File: src/hdl/bdp_params.svh
// Offsets, field positions, reset values and counts of the bridge diagnostic register bank.
`ifndef BDP_PARAMS_SVH
`define BDP_PARAMS_SVH

// Dword byte addresses of the two register words.
`define BDP_OFS_DIAG_ARB     8'h40
`define BDP_OFS_READ_CTL     8'h44

// Field positions in the dword at the diagnostic and arbiter offset.
`define BDP_CHIP_RST_BIT     8
`define BDP_TEST_LSB         9
`define BDP_ARB_LSB          16
`define BDP_ARB_MSB          25

// Field positions in the read transaction control byte.
`define BDP_DS_MAX_LSB       6
`define BDP_US_MAX_LSB       4
`define BDP_DS_LINE_BIT      2
`define BDP_US_LINE_BIT      1
`define BDP_FLUSH_BIT        0

// Reset values.
`define BDP_TEST_RESET       2'h0
`define BDP_ARB_RESET        10'h200
`define BDP_RDCTL_RESET      8'h06

// Prefetch step per code and the fallback line length, both in dwords.
`define BDP_PF_STEP_DW       8'h10
`define BDP_PF_LINE_DEF_DW   8'h10

// Clock cycles that the chip reset timer runs; the reset bit stays set two cycles longer.
`define BDP_CHIP_RST_CYCLES  16'h0010

`endif

File: src/hdl/bdp_pkg.sv
// Types shared by the bridge diagnostic register bank modules.
package bdp_pkg;

    // States of the chip reset sequencer.
    typedef enum logic [1:0]
    {
        BDP_SEQ_IDLE = 2'b00,
        BDP_SEQ_RUN  = 2'b01,
        BDP_SEQ_DONE = 2'b10
    } bdp_seq_state_t;

    // State of the chip reset sequencer.
    typedef struct packed
    {
        bdp_seq_state_t state;
        logic [15:0]    count;
        logic           busy;
        logic           done;
    } bdp_seq_t;

    // State of one prefetch limit calculator.
    typedef struct packed
    {
        logic [7:0] limit;
    } bdp_pf_t;

    // State of the register bank.
    typedef struct packed
    {
        logic        chip_bit;
        logic [1:0]  test_mode;
        logic [2:0]  byte_ex;
        logic [9:0]  arb;
        logic [1:0]  ds_max;
        logic [1:0]  us_max;
        logic        ds_line;
        logic        us_line;
        logic        flush;
        logic        sec_rst;
        logic        sec_set;
        logic        flush_pulse;
        logic [31:0] rdata;
        logic        ack;
    } bdp_main_t;

endpackage

File: src/hdl/bdp_regs.sv
// Device-specific diagnostic, arbiter and read prefetch configuration registers of the bridge.
//
// How it works
// - Writing one to reset bit starts chip reset.
// - Chip reset restores buffers, registers, both interfaces; this bank reloads only its own registers and drives CHIP_RESET.
// - Reset bit clears itself when reset finishes.
// - Reset bit asserts secondary reset and bridge bit.
// - Secondary reset holds until bridge bit cleared.
// - Test field selects exercised counter bytes.
// - Arbiter bits put each master in priority group.
// - Arbiter resets with only bridge high priority.
// - Downstream prefetch code selects 16 to 64 dwords.
// - Upstream prefetch code selects 16 to 64 dwords.
// - Downstream line mode prefetches to line boundary.
// - Downstream count mode uses downstream prefetch field.
// - Upstream line mode prefetches to line boundary.
// - Upstream count mode uses upstream prefetch field.
// - Flush discards read completions on posted write.
// - Without flush, standard bridge ordering is kept.
// - Reserved bits ignore writes, read zero.
`timescale 1ns/1ps
`include "bdp_params.svh"

module bdp_regs
#(
    parameter logic [15:0] CHIP_RST_CYCLES = `BDP_CHIP_RST_CYCLES
)
(
    input  wire logic        CLK_SYS,
    input  wire logic        RESET,
    input  wire logic        CFG_WR,
    input  wire logic        CFG_RD,
    input  wire logic [7:0]  CFG_ADDR,
    input  wire logic [3:0]  PRIMARY_COMMAND_BYTE_ENABLES_N,
    input  wire logic [31:0] CFG_WDATA,
    input  wire logic        BRIDGE_SEC_RESET_BIT,
    input  wire logic [7:0]  CACHE_LINE_SIZE,
    input  wire logic        PRI_POSTED_WRITE,
    output logic      [31:0] CFG_RDATA,
    output logic             CFG_ACK,
    output logic             CHIP_RESET,
    output logic             SEC_BUS_RESET,
    output logic             BRIDGE_SEC_RESET_SET,
    output logic      [1:0]  CNT_TEST_MODE,
    output logic      [2:0]  CNT_BYTE_EXERCISE,
    output logic      [9:0]  ARB_HIGH_PRIO,
    output logic      [7:0]  DS_PREFETCH_DW,
    output logic      [7:0]  US_PREFETCH_DW,
    output logic             NP_FLUSH_EN,
    output logic             NP_FLUSH_PULSE
);

    bdp_pkg::bdp_main_t st_reg;
    bdp_pkg::bdp_main_t st_next;

    logic             seq_busy;
    logic             seq_done;
    logic             hit_diag;
    logic             hit_rdctl;
    logic             wr_ok;
    logic      [3:0]  lane_en;
    logic      [7:0]  rdctl_byte;

    // Cycles from the rise of the reset bit to the done pulse of the timer.
    localparam int CHIP_RUN = int'(CHIP_RST_CYCLES) + 1;

    // Initial state of every register, used at power-on and at the end of a chip reset.
    localparam bdp_pkg::bdp_main_t RST_STATE = '{
        chip_bit:    1'b0,
        test_mode:   `BDP_TEST_RESET,
        byte_ex:     3'h7,
        arb:         `BDP_ARB_RESET,
        ds_max:      2'h0,
        us_max:      2'h0,
        ds_line:     1'b1,
        us_line:     1'b1,
        flush:       1'b0,
        sec_rst:     1'b0,
        sec_set:     1'b0,
        flush_pulse: 1'b0,
        rdata:       32'h0000_0000,
        ack:         1'b0
    };

    // Address decode; lanes are active when their byte enable is driven low.
    assign hit_diag  = ({CFG_ADDR[7:2], 2'b00} == `BDP_OFS_DIAG_ARB);
    assign hit_rdctl = ({CFG_ADDR[7:2], 2'b00} == `BDP_OFS_READ_CTL);
    assign lane_en   = ~PRIMARY_COMMAND_BYTE_ENABLES_N;
    assign wr_ok     = CFG_WR & ~st_reg.chip_bit;

    // Read transaction control byte as software sees it; bit 3 is reserved.
    assign rdctl_byte = {st_reg.ds_max, st_reg.us_max, 1'b0, st_reg.ds_line, st_reg.us_line, st_reg.flush};

    // Timer that holds the chip reset for a fixed time.
    bdp_reset_seq
    #(
        .CYCLES (CHIP_RST_CYCLES)
    )
    u_seq
    (
        .clk    (CLK_SYS),
        .rst    (RESET),
        .start  (st_reg.chip_bit),
        .busy   (seq_busy),
        .done   (seq_done)
    );

    // Downstream prefetch limit.
    bdp_prefetch_limit u_ds_pf
    (
        .clk        (CLK_SYS),
        .rst        (RESET),
        .line_en    (st_reg.ds_line),
        .max_code   (st_reg.ds_max),
        .line_size  (CACHE_LINE_SIZE),
        .limit_dw   (DS_PREFETCH_DW)
    );

    // Upstream prefetch limit.
    bdp_prefetch_limit u_us_pf
    (
        .clk        (CLK_SYS),
        .rst        (RESET),
        .line_en    (st_reg.us_line),
        .max_code   (st_reg.us_max),
        .line_size  (CACHE_LINE_SIZE),
        .limit_dw   (US_PREFETCH_DW)
    );

    // Register writes, chip reset handling, derived outputs and read answers.
    always_comb
    begin
        st_next = st_reg;
        if (seq_done)
        begin
            st_next = RST_STATE;
        end
        else if (wr_ok && hit_diag)
        begin
            if (lane_en[1])
            begin
                if (CFG_WDATA[`BDP_CHIP_RST_BIT])
                begin
                    st_next.chip_bit = 1'b1;
                end
                st_next.test_mode = CFG_WDATA[`BDP_TEST_LSB +: 2];
            end
            if (lane_en[2])
            begin
                st_next.arb[7:0] = CFG_WDATA[`BDP_ARB_LSB +: 8];
            end
            if (lane_en[3])
            begin
                st_next.arb[9:8] = CFG_WDATA[`BDP_ARB_MSB -: 2];
            end
        end
        else if (wr_ok && hit_rdctl && lane_en[0])
        begin
            st_next.ds_max  = CFG_WDATA[`BDP_DS_MAX_LSB +: 2];
            st_next.us_max  = CFG_WDATA[`BDP_US_MAX_LSB +: 2];
            st_next.ds_line = CFG_WDATA[`BDP_DS_LINE_BIT];
            st_next.us_line = CFG_WDATA[`BDP_US_LINE_BIT];
            st_next.flush   = CFG_WDATA[`BDP_FLUSH_BIT];
        end

        // Counter byte select: bit 0 is byte 0, bit 1 byte 1, bit 2 byte 2.
        case (st_next.test_mode)
            2'b00:   st_next.byte_ex = 3'h7;
            2'b01:   st_next.byte_ex = 3'h2;
            2'b10:   st_next.byte_ex = 3'h4;
            2'b11:   st_next.byte_ex = 3'h1;
            default: st_next.byte_ex = 3'h7;
        endcase

        // Secondary reset follows the reset bit and then the bridge control bit.
        st_next.sec_set = st_next.chip_bit;
        st_next.sec_rst = st_next.chip_bit | BRIDGE_SEC_RESET_BIT;

        // Flush request only while the flush control is set.
        st_next.flush_pulse = PRI_POSTED_WRITE & st_reg.flush;

        // Read answer one cycle after the request; reserved bits read zero.
        st_next.ack   = CFG_RD | CFG_WR;
        st_next.rdata = 32'h0000_0000;
        if (CFG_RD && hit_diag)
        begin
            st_next.rdata = {6'h00, st_reg.arb, 5'h00, st_reg.test_mode, st_reg.chip_bit, 8'h00};
        end
        else if (CFG_RD && hit_rdctl)
        begin
            st_next.rdata = {24'h00_0000, rdctl_byte};
        end
    end

    // State register.
    always_ff @(posedge CLK_SYS or posedge RESET)
    begin
        if (RESET)
        begin
            st_reg <= RST_STATE;
        end
        else
        begin
            st_reg <= st_next;
        end
    end

    // Outputs straight from the state register.
    assign CFG_RDATA            = st_reg.rdata;
    assign CFG_ACK              = st_reg.ack;
    assign CHIP_RESET           = st_reg.chip_bit;
    assign SEC_BUS_RESET        = st_reg.sec_rst;
    assign BRIDGE_SEC_RESET_SET = st_reg.sec_set;
    assign CNT_TEST_MODE        = st_reg.test_mode;
    assign CNT_BYTE_EXERCISE    = st_reg.byte_ex;
    assign ARB_HIGH_PRIO        = st_reg.arb;
    assign NP_FLUSH_EN          = st_reg.flush;
    assign NP_FLUSH_PULSE       = st_reg.flush_pulse;
endmodule

File: src/hdl/bdp_reset_seq.sv
// Timer that runs the internal chip reset for a fixed number of cycles.
`timescale 1ns/1ps
`include "bdp_params.svh"

module bdp_reset_seq
#(
    parameter logic [15:0] CYCLES = `BDP_CHIP_RST_CYCLES
)
(
    input  wire logic clk,
    input  wire logic rst,
    input  wire logic start,
    output logic      busy,
    output logic      done
);

    bdp_pkg::bdp_seq_t st_reg;
    bdp_pkg::bdp_seq_t st_next;

    // Idle until started, count out the reset, pulse done once, then idle again.
    always_comb
    begin
        st_next      = st_reg;
        st_next.done = 1'b0;
        case (st_reg.state)
            bdp_pkg::BDP_SEQ_IDLE:
            begin
                if (start)
                begin
                    st_next.state = bdp_pkg::BDP_SEQ_RUN;
                    st_next.count = 16'h0000;
                    st_next.busy  = 1'b1;
                end
            end
            bdp_pkg::BDP_SEQ_RUN:
            begin
                if (st_reg.count >= CYCLES - 16'h0001)
                begin
                    st_next.state = bdp_pkg::BDP_SEQ_DONE;
                    st_next.busy  = 1'b0;
                    st_next.done  = 1'b1;
                end
                else
                begin
                    st_next.count = st_reg.count + 16'h0001;
                end
            end
            bdp_pkg::BDP_SEQ_DONE:
            begin
                st_next.state = bdp_pkg::BDP_SEQ_IDLE;
            end
            default:
            begin
                st_next.state = bdp_pkg::BDP_SEQ_IDLE;
                st_next.busy  = 1'b0;
            end
        endcase
    end

    // State register.
    always_ff @(posedge clk or posedge rst)
    begin
        if (rst)
        begin
            st_reg <= '{state: bdp_pkg::BDP_SEQ_IDLE, count: 16'h0000, busy: 1'b0, done: 1'b0};
        end
        else
        begin
            st_reg <= st_next;
        end
    end

    assign busy = st_reg.busy;
    assign done = st_reg.done;

endmodule

File: src/hdl/bdp_prefetch_limit.sv
// Prefetch length limit for one direction of memory read forwarding.
`timescale 1ns/1ps
`include "bdp_params.svh"

module bdp_prefetch_limit
(
    input  wire logic       clk,
    input  wire logic       rst,
    input  wire logic       line_en,
    input  wire logic [1:0] max_code,
    input  wire logic [7:0] line_size,
    output logic      [7:0] limit_dw
);

    bdp_pkg::bdp_pf_t st_reg;
    bdp_pkg::bdp_pf_t st_next;

    // Line mode follows the cache line size, or 16 dwords when it is zero, else the coded count applies.
    always_comb
    begin
        st_next = st_reg;
        if (line_en)
        begin
            st_next.limit = (line_size == 8'h00) ? `BDP_PF_LINE_DEF_DW : line_size;
        end
        else
        begin
            st_next.limit = 8'((max_code + 8'h01) * `BDP_PF_STEP_DW);
        end
    end

    // State register.
    always_ff @(posedge clk or posedge rst)
    begin
        if (rst)
        begin
            st_reg <= '{limit: `BDP_PF_LINE_DEF_DW};
        end
        else
        begin
            st_reg <= st_next;
        end
    end

    assign limit_dw = st_reg.limit;
endmodule

File: config.mk
export PLATFORM = sky130hd
export DESIGN_NAME = bdp_regs
export DESIGN_NICKNAME = d
export VERILOG_FILES = /design/src/hdl/bdp_pkg.sv /design/src/hdl/bdp_regs.sv /design/src/hdl/bdp_reset_seq.sv /design/src/hdl/bdp_prefetch_limit.sv
export VERILOG_INCLUDE_DIRS = /design/src /design/src/hdl
export SDC_FILE = /design/constraint.sdc
export NUM_CORES = 1
export LEC_CHECK = 0
export BUFFER_PORTS_ARGS = -buffer_cell sky130_fd_sc_hd__buf_2
export CAP_MARGIN = 20
export CORE_AREA = 2 2 87 89
export CTS_BUF_LIST = sky130_fd_sc_hd__clkbuf_4 sky130_fd_sc_hd__clkbuf_8
export DETAILED_ROUTE_END_ITERATION = 16
export DIE_AREA = 0 0 89 91
export PLACE_DENSITY = 0.88
export SLEW_MARGIN = 10
export SYNTH_ARGS = -nofsm -noshare
export SYNTH_HDL_FRONTEND = slang
export SYNTH_SLANG_ARGS = --single-unit
File: constraint.sdc
create_clock -name CLK_SYS -period 2.4 [get_ports CLK_SYS]
set_input_delay 0.48 -clock CLK_SYS [delete_from_list [all_inputs] [get_ports CLK_SYS]]
set_output_delay 0.48 -clock CLK_SYS [all_outputs]
set_load 0.01 [all_outputs]
# Word level (Yosys, flattened, before mapping)
# Index checks and enable logic that the tools add are counted.
[totals] wordCells=80 input_bits=58 reg_bits=93 out_inout_bits=69
[classes] order_cmp=1 muxes=23 n_eq_ne=10 reduce_logical=18 n_addsub=3 bitwise=6
[ops] operator="two-way mux 8 bit" count=5
[ops] operator="one-hot mux 16 bit (2 select lines)" count=1
[ops] operator="two-way mux 26 bit" count=1
[ops] operator="two-way mux 19 bit" count=1
[ops] operator="two-way mux 17 bit" count=1
[ops] operator="adder 16 x 1 -> 16 bit, second input constant" count=1
[ops] operator=">= comparator 16 x 4 -> 1 bit, second input constant" count=1
[ops] operator="two-way mux 16 bit" count=1
[ops] operator="two-way mux 7 bit" count=2
[ops] operator="== test 6 x 5 -> 1 bit, second input constant" count=2
[ops] operator="one-hot mux 3 bit (4 select lines)" count=1
[ops] operator="two-way mux 10 bit" count=1
[ops] operator="nonzero test 2 bit" count=5
[ops] operator="two-way mux 3 bit" count=3
[ops] operator="zero test 8 bit" count=1
[ops] operator="AND reduction 2 bit" count=4
[ops] operator="adder 2 x 1 -> 3 bit, second input constant" count=2
[ops] operator="logical AND 1 bit" count=5
[ops] operator="== test 2 x 1 -> 1 bit, second input constant" count=2
[ops] operator="== test 2 bit, second input constant" count=2
[ops] operator="zero test 2 bit" count=2
[ops] operator="two-way mux 2 bit" count=2
[ops] operator="inequality test 2 x 1 -> 1 bit, second input constant" count=2
[ops] operator="inequality test 2 bit, second input constant" count=2
[ops] operator="7 further kinds" count=11

# Longest topological paths before layout
# Gate-level depths: netlist of run 1.
[logic_depth] word_depth=7 mapped_depth=6 depth_no_buf=6

# Hierarchy
# A second synthesis of run 1 with hierarchy kept.
[unflattened] hier_cells=280 hier_area_um2=3407.0
[by_module_without_submodules] mod="bdp_regs" area_per_inst_um2=1985.7 n_inst=1 seq_area_each_um2=1158.6 cells_each=172
[by_module_without_submodules] mod="bdp_reset_seq" area_per_inst_um2=794.5 n_inst=1 seq_area_each_um2=500.5 cells_each=64
[by_module_without_submodules] mod="bdp_prefetch_limit (u_us_pf)" area_per_inst_um2=316.6 n_inst=1 seq_area_each_um2=201.4 cells_each=22
[by_module_without_submodules] mod="bdp_prefetch_limit (u_ds_pf)" area_per_inst_um2=310.3 n_inst=1 seq_area_each_um2=201.4 cells_each=22

# Least setup slack after synthesis of run 1
# Ideal clock, no wire load.
[synth_timing] path_kind="flip-flop to flip-flop" startpoint="register, netlist name BRIDGE_SEC_RESET_SET" endpoint="register st_reg (netlist bit CNT_BYTE_EXERCISE[2])" stages_incl_launch_ff=7 setup_ps=88 setup_slack_ps=159 path_buffers=0 synth_period_minus_slack_ps=2241 arrival_ps=2153 required_ps=2312 cell_sequence="dfrtp_1 or4b_4 nor3_4 mux2i_1 or2_1 ha_1 or3_1"
[synth_lines] element="end signal: assignment" line_no="bdp_regs.sv:204" text="st_reg <= st_next;"
[synth_lines] element="end: declaration" line_no="bdp_regs.sv:53" text="bdp_pkg::bdp_main_t st_reg;"

==> run summary, run 1 <==
The run finished with clean final reports. Summed over all layers, the global routing overflow is 0. The post-route netlist has 40.7% of its cells at a drive strength greater than 1. The hold slack came out at 0.254 ns.

The synthesized design spends more area on one cell type than any other, namely sky130_fd_sc_hd__dfrtp_1. The count of input and output buffers is 100. The fraction of registers with async set/reset is between 90% and 100%. The starting density of the core is between 40% and 50%.

The clock insertion delay at the later pin of the skew report came out at between 0.3 and 0.4 ns. Measured on the finished design, the core utilization comes to between 50% and 60%. The worst setup path is captured at a flop. The number of setup buffers added after CTS is 0. The number of nets in the layout came out at 416. For this run, the detailed router's first-pass iteration total came to 4. The portion of the clock cycle consumed by the worst path in the final layout is 92.8%. The critical path arrival came out at 2.48 ns.

The slew of the pin with the lowest slew margin is 0.713 ns. The average detailed-routed wire length per instance came out at about 14 um. The worst register-to-register path begins at BRIDGE_SEC_RESET_SET.

The core region is between 7000 and 8000 um2. The y dimension of the die is about 91 um. The count of final setup violators came out at 0.

The count of cells in the finished layout, fillers not included, comes to between 400 and 500. Ranked by total cell area, the synthesized netlist is headed by sky130_fd_sc_hd__dfrtp_1, sky130_fd_sc_hd__and2_1, sky130_fd_sc_hd__dfstp_2. The worst slew slack as a fraction of its limit is between 50% and 60%.

The share of the Yosys chip area taken by registers is about two thirds. The post-detailed-route count of antenna-violating nets came out at 0. The number of antenna diodes in the final layout is 0. The post-synthesis instance total is roughly 240. The number of warning messages in the yosys log came out at 0. The initial DRC count came out at 90. The number of clock buffers added by TritonCTS is 9. The highest net fanout along the worst path came out at 3.

The via count of the first global-routing pass came out at 2162. The worst-case IR drop observed on VDD is approximately 0.00034 V. The floorplan step defined a die boundary enclosing between 8000 and 9000 um2.

The quantity of hold-fixing buffers added after cts came out at 0. Post-CTS repair changed the size of 0 cells. The total number of vias is 2154. The commonest register cell after synthesis is sky130_fd_sc_hd__dfrtp_1.

The clock transition at the register clock pins on the worst setup and hold paths after CTS came out at around 0.08 ns. The largest single stage delay on the critical path is around 0.56 ns. The wire length of the first global-routing pass is 10100 um.

The deepest level of the CTS H-tree is 3. After detailed routing, the total wire length is 6480 um. The total count of hold-check failures in the final report came out at 0. The power after layout came out at about 2.9 mW.

The total count of max-transition violations in the final report came out at 0. The slowest cell on the critical path is sky130_fd_sc_hd__or4b_4. For this design, the sink count on the clock tree is 81. Routability-driven placement finished with a final weighted congestion of 0.746. The average vias per placed instance is 4.70. The worst setup skew after layout is around 0.0064 ns.

The average instance area after synthesis is 12.9 um2. TritonCTS built the clock tree. The total of fill cells in the finished design is around 630.

The register bit total from synthesis came out at 81. The type of the worst setup path is reg -> reg. The tree is rooted in a sky130_fd_sc_hd__clkbuf_8. The depth of the worst register-to-register path came out at 6. The worst setup path is launched from a flop. Power spread over the standard cell area amounts to 738 nW/um2. The tool flagged a number of max-cap violations equal to 0. The half-perimeter wire length of the detailed placement result is 4720 um.

In this run the register-to-register setup slack is around 0.17 ns. For the final routed database, the setup TNS stands at 0 ns. 127 I/O pins were placed.

The count of distinct cell types in the synthesized netlist is 36. The routed design could run at a clock period as short as 2.23 ns. The area of the mapped netlist came out at 3150 um2.

In this run the horizontal extent of the chip is a little under 90 um. The standby leakage power came out at around 2.1 nW. The number of flops mapped to enable cells by yosys came out at 0.

The all-layer global routing usage came out at between 10% and 20%. The number of placed cells counting well taps came out at approximately 440. The reg-to-reg endpoint is CNT_BYTE_EXERCISE[2]. Entering global routing, the biggest net connects 82 pins. The floorplan has 31 rows.

The clock passes through at most 2 buffers. The top achievable clock speed came out at approximately 450 MHz. For this run, design rule violations remaining after detail routing come to 0. The share of the synthesized area in the top cell type is between 50 and 60%.

The required time reported for the critical path endpoint is about 2.7 ns. The signal on the critical path passes through or4b_4 > nor3_4 > mux2i_1 > or2_1 > ha_1 > or3_1. Setup repair after global routing left no endpoint under its margin. The area growth from synthesis to layout came out at 25.5%. The initial antenna violation count is 0. The tightest min-delay check is of the in -> async type. The number of flip-flops under the largest register name is 20.
[kinds of logic after synthesis]
family	Yosys count	share of synthesized area, %
buf+inv	23	4.29
other cells	1	0.119
flops	81	64.7
simple gates	101	20.0
compound gates	17	4.02
mux	16	5.25
fa+ha+maj	4	1.59
[critical path, delay by kind of cell, from the launching register on]
family	cells	cell delay [ns]
simple gates	4	1.45
mux	1	0.13
flops	1	0.39
fa+ha+maj	1	0.19
[metal layers]
metal / wire length [um] / vias to the layer above / track usage [%]
li1: - / 1018 / -
met1: 2740 / 1049 / 20.7
met2: 3230 / 80 / 27.0
met3: 406 / 7 / 4.27
met4: 98 / 0 / 6.84
met5: 0 / - / 0
[how the worst max path moves through the flow]
| stage | start | endpoint | depth (start not counted) |
|---|---|---|---|
| after floorplan | BRIDGE_SEC_RESET_SET | CNT_BYTE_EXERCISE[2] | 6 |
| after global placement | CFG_ADDR[5] | CNT_BYTE_EXERCISE[2] | 7 |
| after detailed placement | CFG_ADDR[5] | CNT_BYTE_EXERCISE[2] | 7 |
| after CTS | BRIDGE_SEC_RESET_SET | CNT_BYTE_EXERCISE[2] | 6 |
| after global routing | BRIDGE_SEC_RESET_SET | CNT_BYTE_EXERCISE[2] | 6 |
| final | BRIDGE_SEC_RESET_SET | CNT_BYTE_EXERCISE[2] | 6 |
[synth_stat cells (2+ instances only)]
| cell type | instances |
|---|---|
| sky130_fd_sc_hd__nand4_1 | 3 |
| sky130_fd_sc_hd__mux2_2 | 4 |
| sky130_fd_sc_hd__ha_1 | 4 |
| sky130_fd_sc_hd__a22o_1 | 8 |
| sky130_fd_sc_hd__or3_1 | 2 |
| sky130_fd_sc_hd__or2_2 | 2 |
| sky130_fd_sc_hd__clkbuf_1 | 6 |
| sky130_fd_sc_hd__o21ai_0 | 2 |
| sky130_fd_sc_hd__inv_1 | 4 |
| sky130_fd_sc_hd__nor2_1 | 15 |
| sky130_fd_sc_hd__dfrtp_1 | 73 |
| sky130_fd_sc_hd__mux2i_1 | 12 |
| sky130_fd_sc_hd__or2_1 | 2 |
| sky130_fd_sc_hd__nor3_1 | 4 |
| sky130_fd_sc_hd__nand3_1 | 2 |
| sky130_fd_sc_hd__nand2_1 | 6 |
| sky130_fd_sc_hd__and2_1 | 46 |
| sky130_fd_sc_hd__buf_4 | 13 |
| sky130_fd_sc_hd__dfstp_2 | 8 |
| sky130_fd_sc_hd__a21oi_1 | 4 |
| sky130_fd_sc_hd__nor4_1 | 6 |
| sky130_fd_sc_hd__nor2b_1 | 2 |
| sky130_fd_sc_hd__or4b_4 | 2 |
[layout by cell type (no fill, tap or decap), types with 7 or more instances in the layout]
| cell type | instances |
|---|---|
| sky130_fd_sc_hd__a22o_1 | 8 |
| sky130_fd_sc_hd__and2_1 | 46 |
| sky130_fd_sc_hd__buf_2 | 100 |
| sky130_fd_sc_hd__buf_4 | 7 |
| sky130_fd_sc_hd__clkbuf_8 | 10 |
| sky130_fd_sc_hd__conb_1 | 12 |
| sky130_fd_sc_hd__dfrtp_1 | 73 |
| sky130_fd_sc_hd__dfstp_2 | 8 |
| sky130_fd_sc_hd__mux2i_1 | 12 |
| sky130_fd_sc_hd__nor2_1 | 15 |
[per-stage QoR]
stage               cell area (um2)  setup WS (ns)
detailed placement             3770        -0.0150
floorplan                      3190          0.159
finish                         3950          0.172
CTS                            3950          0.168
global route                   3950         0.0675
global placement               3770         0.0381
[layout make-up]
cell class | count | area (um2) | area share, %
Sequential cell | 81 | 2040 | 51.6
Multi-Input combinational cell | 150 | 1020 | 25.7
Timing Repair Buffer | 108 | 573 | 14.5
Clock buffer | 12 | 153 | 3.86
Tap cell | 99 | 124 | 3.14
Clock inverter | 4 | 28.8 | 0.729
Inverter | 4 | 18.8 | 0.475
[where the power goes]
group	leakage [nW]	switching (mW)	internal, mW	total, mW
Sequential	1.05	0.0846	1.50	1.59
Clock	0.0894	0.461	0.428	0.889
Combinational	0.984	0.243	0.199	0.442
Total	2.13	0.789	2.13	2.92
Power figures use the tool's default switching activity.
==> inputs of run 2 (changes only) <==
ABC_AREA = 1   (was unset)
CORE_AREA = 2 2 88 90   (was 2 2 87 89)
DIE_AREA = 0 0 90 92   (was 0 0 89 91)
PLACE_DENSITY = 0.78   (was 0.88)
==> run 2 against run 1 <==
Net effect:
- area after synthesis grew 5.4%
- count of clock-buffer cells in the layout shrank 2
- hold slack lost 0.022 ns
- utilization shrank 0.14 points
- clock power grew 25%
- first-iteration DRC count shrank 8.9%
- highest routed layer unchanged
==> run summary, run 2 <==
The total count of max-transition violations in the final report came out at 0. The later pin in the worst-skew pair is clocked with a latency of ~0.35 ns. For this design, the CTS-stage hold fixing added 0 buffers. Once layout is complete, the cells apart from fillers number 560. The reg-to-reg critical path startpoint is BRIDGE_SEC_RESET_SET. The time the final worst path needs with I/O delays and setup came out at around 1.7 ns. The number of placement rows is 32. The category of the worst setup path capture point is a flop. Setup violations remaining at the end of the flow were counted as 0. The required time reported for the critical path endpoint came out at between 2 and 3 ns.

The analysis attributes to cell leakage a power of approximately 2.3 nW. The worst register-to-register path has a depth of 8. The clock drives between 80 and 90 sinks. The average vias per placed instance is about 4.4.

The area of the die came out at between 8000 and 9000 um2. Post-CTS timing repair inserted 0 buffers for setup. Setup repair after global routing left no endpoint under its margin. The worst setup skew after layout is approximately 0.0085 ns. The y dimension of the die came out at 92 um. The netlist uses 28 different library cells. The total length of routed wires is approximately 6500 um. The class of the tightest hold or removal check is in -> async. The all-layer global routing usage came out at 16.5%. Of the total synthesized cell area, the portion taken by AND, OR, NAND and NOR gates is ~23%. The fraction of power spent switching nets is ~30%. The via count of the first global-routing pass is roughly 2300. The part of the power in registers came out at roughly 50%.

The maximum number of pins on one net before global-route repair is approximately 80. The clock transition at the register clock pins on the worst setup and hold paths after CTS is 0.08 ns. The fraction of registers with async set/reset came out at 100%. Summed over all layers, the global routing overflow is 0.

The share of the synthesized area in the top cell type is between 50% and 60%. The worst-case register-to-register setup slack came out at between 0.7 and 0.8 ns. Counting instances in the post-synthesis netlist gives the leading cell types as sky130_fd_sc_hd__dfrtp_1, sky130_fd_sc_hd__nand2_1, sky130_fd_sc_hd__inv_1, sky130_fd_sc_hd__nor2_1, sky130_fd_sc_hd__nand3_1. The total count of hold-check failures in the final report is 0. In this run the count of I/O pins placed on the die edge is approximately 130. The largest total area in the synthesized netlist belongs to sky130_fd_sc_hd__dfrtp_1. The areal power density over the cells came out at approximately 830 nW/um2. The portion of the clock cycle consumed by the worst path in the final layout is 69.0%. The top cell types in the final layout, fill and taps aside, are sky130_fd_sc_hd__buf_2, sky130_fd_sc_hd__dfrtp_1, sky130_fd_sc_hd__nand2_1.

The clock network accounts for 32.4% of the total power. The detailed-routing iteration count for the pre-antenna-repair pass came out at 4. The number of placed cells counting well taps is about 540. The highest net fanout along the worst path came out at 6. The remaining design rule violation count came out at 0. Data arrives at the worst endpoint at 1.96 ns.

The initial DRC count is slightly above 80. The reported max-cap violation count is 0. Of the total synthesized cell area, the portion taken by full adders, half adders and majority gates is ~1.5%. Counting the fill cells in the layout gives 678. Cell internal power was estimated by the tool at roughly 2.4 mW. The final estimated routing congestion in global placement came out at 0.803.

The fraction of final layout cells with drive strength greater than 1 is 31.7%. The area growth from synthesis to layout came out at 24.0%. The number of nets in the layout is a little over 500.

The number of flip-flops under the largest register name is 20. The post-synthesis instance total is roughly 350. The post-synthesis sequential area ratio came out at around three fifths.

The total number of vias is between 2000 and 2500. The wire length of the first global-routing pass came out at approximately 11000 um. The critical path is of the reg -> reg type. The worst register-to-register path ends at CNT_BYTE_EXERCISE[0].

The critical path startpoint category is a flop. The switching power came out at 1.01 mW. The dominant combinational cell family by area after synthesis is simple AND/OR/NAND/NOR gates. The fraction of the mapped netlist area in compound gates came out at under 10%. The CTS tree is done. The most common cell after layout, fill and taps aside is sky130_fd_sc_hd__buf_2.

The die extent in x came out at about 90 um. Final hold analysis gives a worst-case slack of 0.231 ns. The mux contribution to synthesized area is 0%. The count of instances resized after the clock tree is built is 0.

The register bit total from synthesis came out at 81. The most used flip-flop cell after synthesis is sky130_fd_sc_hd__dfrtp_1. The deepest level of the CTS H-tree is 3.

The synthesized netlist occupies a cell area of between 3000 and 4000 um2. For the final routed database, the setup TNS stands at 0 ns. A synthesized cell averages roughly 9.5 um2.

The combinational share of power came out at a little under a fifth. The top achievable clock speed is 604 MHz. The number of diodes added for antenna fixing is 0.

The initial utilization of the core area, before any placement, comes to about 45%. The number of clock buffers added by TritonCTS is 9. The number of flops mapped to enable cells by yosys came out at 0.

In this run the remaining antenna-violating nets after routing total 0. During placement, the flow inserted port buffers numbering 100. The placeable core area is between 7000 and 8000 um2. The half-perimeter wire length of the detailed placement result is ~4700 um.

Dividing the detail-routed wire length by the instance count gives around 12 um. The final cell utilization of the core came out at a little under three fifths. The clock tree buffer depth is 2. The xor and xnor area share after synthesis is less than 1%. By area the synthesized netlist is led by sky130_fd_sc_hd__dfrtp_1, sky130_fd_sc_hd__nand2_1, sky130_fd_sc_hd__inv_1.

VDD sags by at most roughly 0.00035 V. During synthesis, Yosys emitted a total of 0 warnings. The initial antenna violation count was 0.

The tree is rooted in a sky130_fd_sc_hd__clkbuf_8. The power after layout is around 3.4 mW. Yosys instantiated no cell more often than sky130_fd_sc_hd__dfrtp_1.

The flow ran to the end, and the final reports show no timing, DRC or antenna violations.
-- run 2: changes by cell type after synthesis, sizes merged, moves of 3 or more --
cell	previous run	this run
and2	46	0
nor4	7	0
nor2	15	61
clkbuf	6	3
mux2i	12	0
nor3	6	3
mux2	4	0
nand3	2	23
inv	4	64
o21ai	2	11
or2	4	1
a22o	8	0
nand2	6	71
-- run 2: cells by family (layout without fill, tap and decap cells) --
logic type | count (synthesis) | in the layout
AND/OR/NAND/NOR | 161 | 161
other | 1 | 12
buffers and inverters | 82 | 181
flip-flops | 81 | 81
adder cells (fa/ha/maj) | 4 | 4
AO/OA/AOI/OAI | 18 | 18
XOR/XNOR | 1 | 1
-- run 2: worst max-delay path by stage --
| stage | startpoint | end | slack (ns) | depth (start not counted) |
|---|---|---|---|---|
| floorplan | CFG_WR | CNT_BYTE_EXERCISE[0] | 0.89 | 9 |
| global placement | CFG_ADDR[2] | CNT_BYTE_EXERCISE[0] | 0.68 | 9 |
| detailed placement | CFG_ADDR[2] | CNT_BYTE_EXERCISE[0] | 0.66 | 9 |
| CTS | BRIDGE_SEC_RESET_SET | CNT_BYTE_EXERCISE[0] | 0.74 | 8 |
| global route | BRIDGE_SEC_RESET_SET | CNT_BYTE_EXERCISE[0] | 0.61 | 8 |
| finish | BRIDGE_SEC_RESET_SET | CNT_BYTE_EXERCISE[0] | 0.74 | 8 |
-- run 2: per-layer routing --
| metal | global-route usage (%) | up-vias | wire length [um] |
|---|---|---|---|
| li1 | - | 1226 | - |
| met1 | 20.4 | 1135 | 2770 |
| met2 | 27.3 | 71 | 3210 |
| met3 | 4.60 | 11 | 390 |
| met4 | 7.44 | 0 | 106 |
| met5 | 0 | - | 0 |
-- run 2: layout make-up --
cell class	count	area [um2]	share of cell area [%]
clock inverter	6	90.1	2.19
sequential	81	2040	49.5
clock buffer	10	138	3.35
tap	102	128	3.10
multi-input combinational	196	955	23.2
timing repair buffer	101	520	12.7
inverter	64	244	5.93
-- run 2: power groups by stage --
| stage | logic, mW | clock network (mW) | registers, mW |
|---|---|---|---|
| global route | 0.737 | 1.19 | 1.69 |
| floorplan | 0.386 | 0 | 1.73 |
| detailed placement | 0.660 | 0 | 1.69 |
| CTS | 0.661 | 1.13 | 1.67 |
| finish | 0.650 | 1.11 | 1.67 |
| global placement | 0.635 | 0 | 1.69 |
-- run 2: worst max-delay path, cell delays in order, from the launching register on --
cell and delay (ns):
sky130_fd_sc_hd__dfrtp_1 0.49, sky130_fd_sc_hd__nor2_4 0.22, sky130_fd_sc_hd__nand4_4 0.20, sky130_fd_sc_hd__nand2_1 0.10
sky130_fd_sc_hd__nand2_1 0.08, sky130_fd_sc_hd__nor2_4 0.10, sky130_fd_sc_hd__inv_1 0.07, sky130_fd_sc_hd__ha_1 0.28
sky130_fd_sc_hd__inv_1 0.05
-- run 2: stage by stage --
stage	setup WS (ns)	instance area, um2
detailed placement	0.662	3880
global placement	0.684	3880
finish	0.744	4110
CTS	0.736	4110
floorplan	0.892	3360
global route	0.614	4110
==> inputs of run 3 (changes only) <==
ABC_AREA = 0   (was 1)
CORE_AREA = 2 2 87 89   (was 2 2 88 90)
DIE_AREA = 0 0 89 91   (was 0 0 90 92)
PLACE_DENSITY = 0.77   (was 0.78)
clock period = 1.3 ns   (was 2.4 ns; I/O delays follow)
==> run 3 against run 2 <==
Net effect:
- worst setup slack worse by 1.5 ns
- total power is 73% higher
- critical path depth is 2 lower
- largest cell class unchanged
- die area is 2.2% lower
- first-iteration DRC count is 3.7% lower
- highest routed layer unchanged
- sequential cell count stayed put
- global-route usage is 1.4 points higher
- non-clock buffer count is 36 higher
- via count is 6.0% lower
- sequential power is 74% higher
- critical endpoint is now CNT_BYTE_EXERCISE[2]
- the flow now finishes with violations (setup timing)
- hold slack worse by 0.22 ns
==> run summary, run 3 (same netlist as run 1, synthesis figures left out) <==
The final cell utilization of the core came out at 61.1%. Setup violations remaining at the end of the flow were counted as 33. Signal routing reaches up to met4. The number of clock buffers added by TritonCTS is 9. The most common cell after layout, fill and taps aside is sky130_fd_sc_hd__buf_2. The required time reported for the critical path endpoint came out at approximately 1.6 ns. Summed over all layers, the global routing overflow is 0.

The class of the tightest hold or removal check is in -> async. The wire length the detailed router placed on met1 is approximately 3000 um. The critical path arrival is between 2 and 2.5 ns.

The initial antenna violation count is 0. The total number of vias is 2296. The remaining design rule violation count came out at 0.

The fraction of final layout cells with drive strength greater than 1 is roughly 51%. The worst-case IR drop observed on VDD is a little over 0.0005 V. Detailed routing placed a total of 3420 um of wire on met2. The y dimension of the die is roughly 91 um. The detailed-routing iteration count for the pre-antenna-repair pass is 4. The wire length of the first global-routing pass is 10900 um.

Across every metal layer, demand over resource in global routing totals between 10% and 20%. The family of cells with the greatest summed delay on the critical path is simple AND/OR/NAND/NOR gates. The total count of hold-check failures in the final report came out at 0.

In the layout the commonest cells are sky130_fd_sc_hd__buf_2, sky130_fd_sc_hd__dfrtp_1, sky130_fd_sc_hd__and2_1. The standby leakage power came out at ~2.3 nW. The clock transition at the register clock pins on the worst setup and hold paths after CTS is about 0.090 ns. The flip-flop and latch area came out at between 2000 and 2500 um2. In this run the register-to-register setup slack is -0.72 ns.

The number of flip-flops under the largest register name came out at 20. The smallest setup slack after layout came out at -0.724 ns. The category of the worst setup path capture point is a flop. Dividing total power by cell area gives a power density of between 1000 and 1500 nW/um2.

The number of top-level design ports came out at around 130. At the end of routability-driven placement, the weighted congestion stood at 0.799. At the end of the flow, the number of nets in the layout was approximately 450. The final layout contains routed wiring with a total length of about 7000 um. The post-detailed-route count of antenna-violating nets came out at 0.

In the final routed layout, each cell accounts on average for approximately 14 um. The checks that failed: setup timing. The via count of the first global-routing pass came out at approximately 2300. The deepest level of the CTS H-tree came out at 3. The top achievable clock speed is 494 MHz. The worst setup skew after layout came out at just under 0.01 ns. The slowest cell on the critical path is sky130_fd_sc_hd__or4b_4. The die extent in x came out at between 80 and 90 um. The total count of max-transition violations in the final report came to 0. The flow ran to the end, but the final reports show violations. The worst path in the final design needs a cycle of just over 2 ns, including I/O delays and setup. The highest net fanout along the worst path came out at 3.

In the final timing run, aggregate negative setup slack is -10.10 ns. The delay contributed by the slowest stage of the critical path is ~0.5 ns. The initial DRC count is just under 80.

The hold slack came out at around 0.012 ns. The root buffer selected by CTS is sky130_fd_sc_hd__clkbuf_8. The critical path is of the reg -> reg type.

Buffers placed on the I/O ports in this run total 100. Walking the worst path, the cells encountered are or4b_4 > nor3_4 > mux2i_1 > or2_1 > ha_2 > or3_1. Setup repair after global routing could not meet its margin everywhere.

TritonCTS built the clock tree. Clock tree synthesis found a total of slightly above 80 sinks. The maximum number of pins on one net before global-route repair came out at 82. The met3 wire length came out at just over 400 um. In this run the standard cell core region covers 7140 um2. The setup slack at placement came out at -0.867 ns. The number of diodes added for antenna fixing came out at 0. The clock insertion delay at the later pin of the skew report came out at approximately 0.35 ns. The die covers around 8100 um2. Detailed placement finished with a half-perimeter wire length of between 4000 and 5000 um. Counting the fill cells in the layout gives approximately 600. The combined buffer and inverter count along the critical path came out at 0. Once the floorplan was initialized, standard cells occupied between 40% and 50% of the core. The average vias per placed instance came out at approximately 4.7.

The portion of the clock cycle consumed by the worst path in the final layout came out at 156%. The worst setup path is launched from a flop. The area taken by multi-input logic gates came out at ~1100 um2. The area growth from synthesis to layout came out at 38.5%. The reported max-cap violation count came out at 0. Counting along the longest clock path gives a buffer depth of 2. The floorplan has 31 rows.
run 3: cell count changes in the layout (fill, tap and decap cells not counted), moves of 20 or more:
cell | before | now
sky130_fd_sc_hd__inv_1 | 62 | 2
sky130_fd_sc_hd__nor2_1 | 51 | 13
sky130_fd_sc_hd__buf_4 | 0 | 32
sky130_fd_sc_hd__nand2_1 | 68 | 5
sky130_fd_sc_hd__and2_1 | 0 | 44
sky130_fd_sc_hd__nand3_1 | 22 | 2
run 3: metal layers:
metal | track usage (%) | vias up
met5 | 0 | -
met4 | 9.45 | 0
met3 | 4.00 | 15
met2 | 28.5 | 86
met1 | 22.7 | 1118
li1 | - | 1077
run 3: worst reg2reg max path: stages (launching register included):
cell and delay [ns]:
sky130_fd_sc_hd__dfrtp_2 0.40, sky130_fd_sc_hd__or4b_4 0.50, sky130_fd_sc_hd__nor3_4 0.20, sky130_fd_sc_hd__mux2i_1 0.14, sky130_fd_sc_hd__or2_1 0.25, sky130_fd_sc_hd__ha_2 0.16
sky130_fd_sc_hd__or3_1 0.30
run 3: cell type report:
type,count,area share [%]
clock buffers,10,3.16
clock inverters,6,1.69
inverters,4,0.431
multi-input cells,150,26.2
flip-flops and latches,81,46.8
well taps,99,2.84
repair buffers,137,18.9
run 3: final timing paths:
path,start,endpoint,depth (start not counted)
max in group asynchronous,RESET,u_ds_pf.limit_dw[4],3
setup reg to reg,BRIDGE_SEC_RESET_SET,CNT_BYTE_EXERCISE[2],6
min in group CLK_SYS,BRIDGE_SEC_RESET_BIT,SEC_BUS_RESET,2
hold reg to reg,ARB_HIGH_PRIO[0],CFG_RDATA[16],1
hold / removal,RESET,CFG_RDATA[1],3
setup / recovery,BRIDGE_SEC_RESET_SET,CNT_BYTE_EXERCISE[2],6
run 3: what timing repair did:
item / in CTS / in global routing
cloned: 0 / 0
gates resized for setup: 22 / 9
buffers inserted: 4 / 2
setup endpoints to repair: 34 / 58
pin swaps: 19 / 6
hold buffers: 0 / 0
run 3: report_power, final:
group,total [mW],switching (mW),leakage [nW],internal (mW)
Clock,1.92,0.949,0.101,0.966
Combinational,1.11,0.540,1.18,0.568
Sequential,2.91,0.135,1.05,2.77
run 3: stage by stage:
stage	instances	power [mW]	cell area [um2]
after floorplan	254	3.47	3210
after global routing	487	6.23	4360
after CTS	485	5.93	4300
after global placement	465	3.90	3960
after detailed placement	465	3.95	3960
final	487	5.93	4360
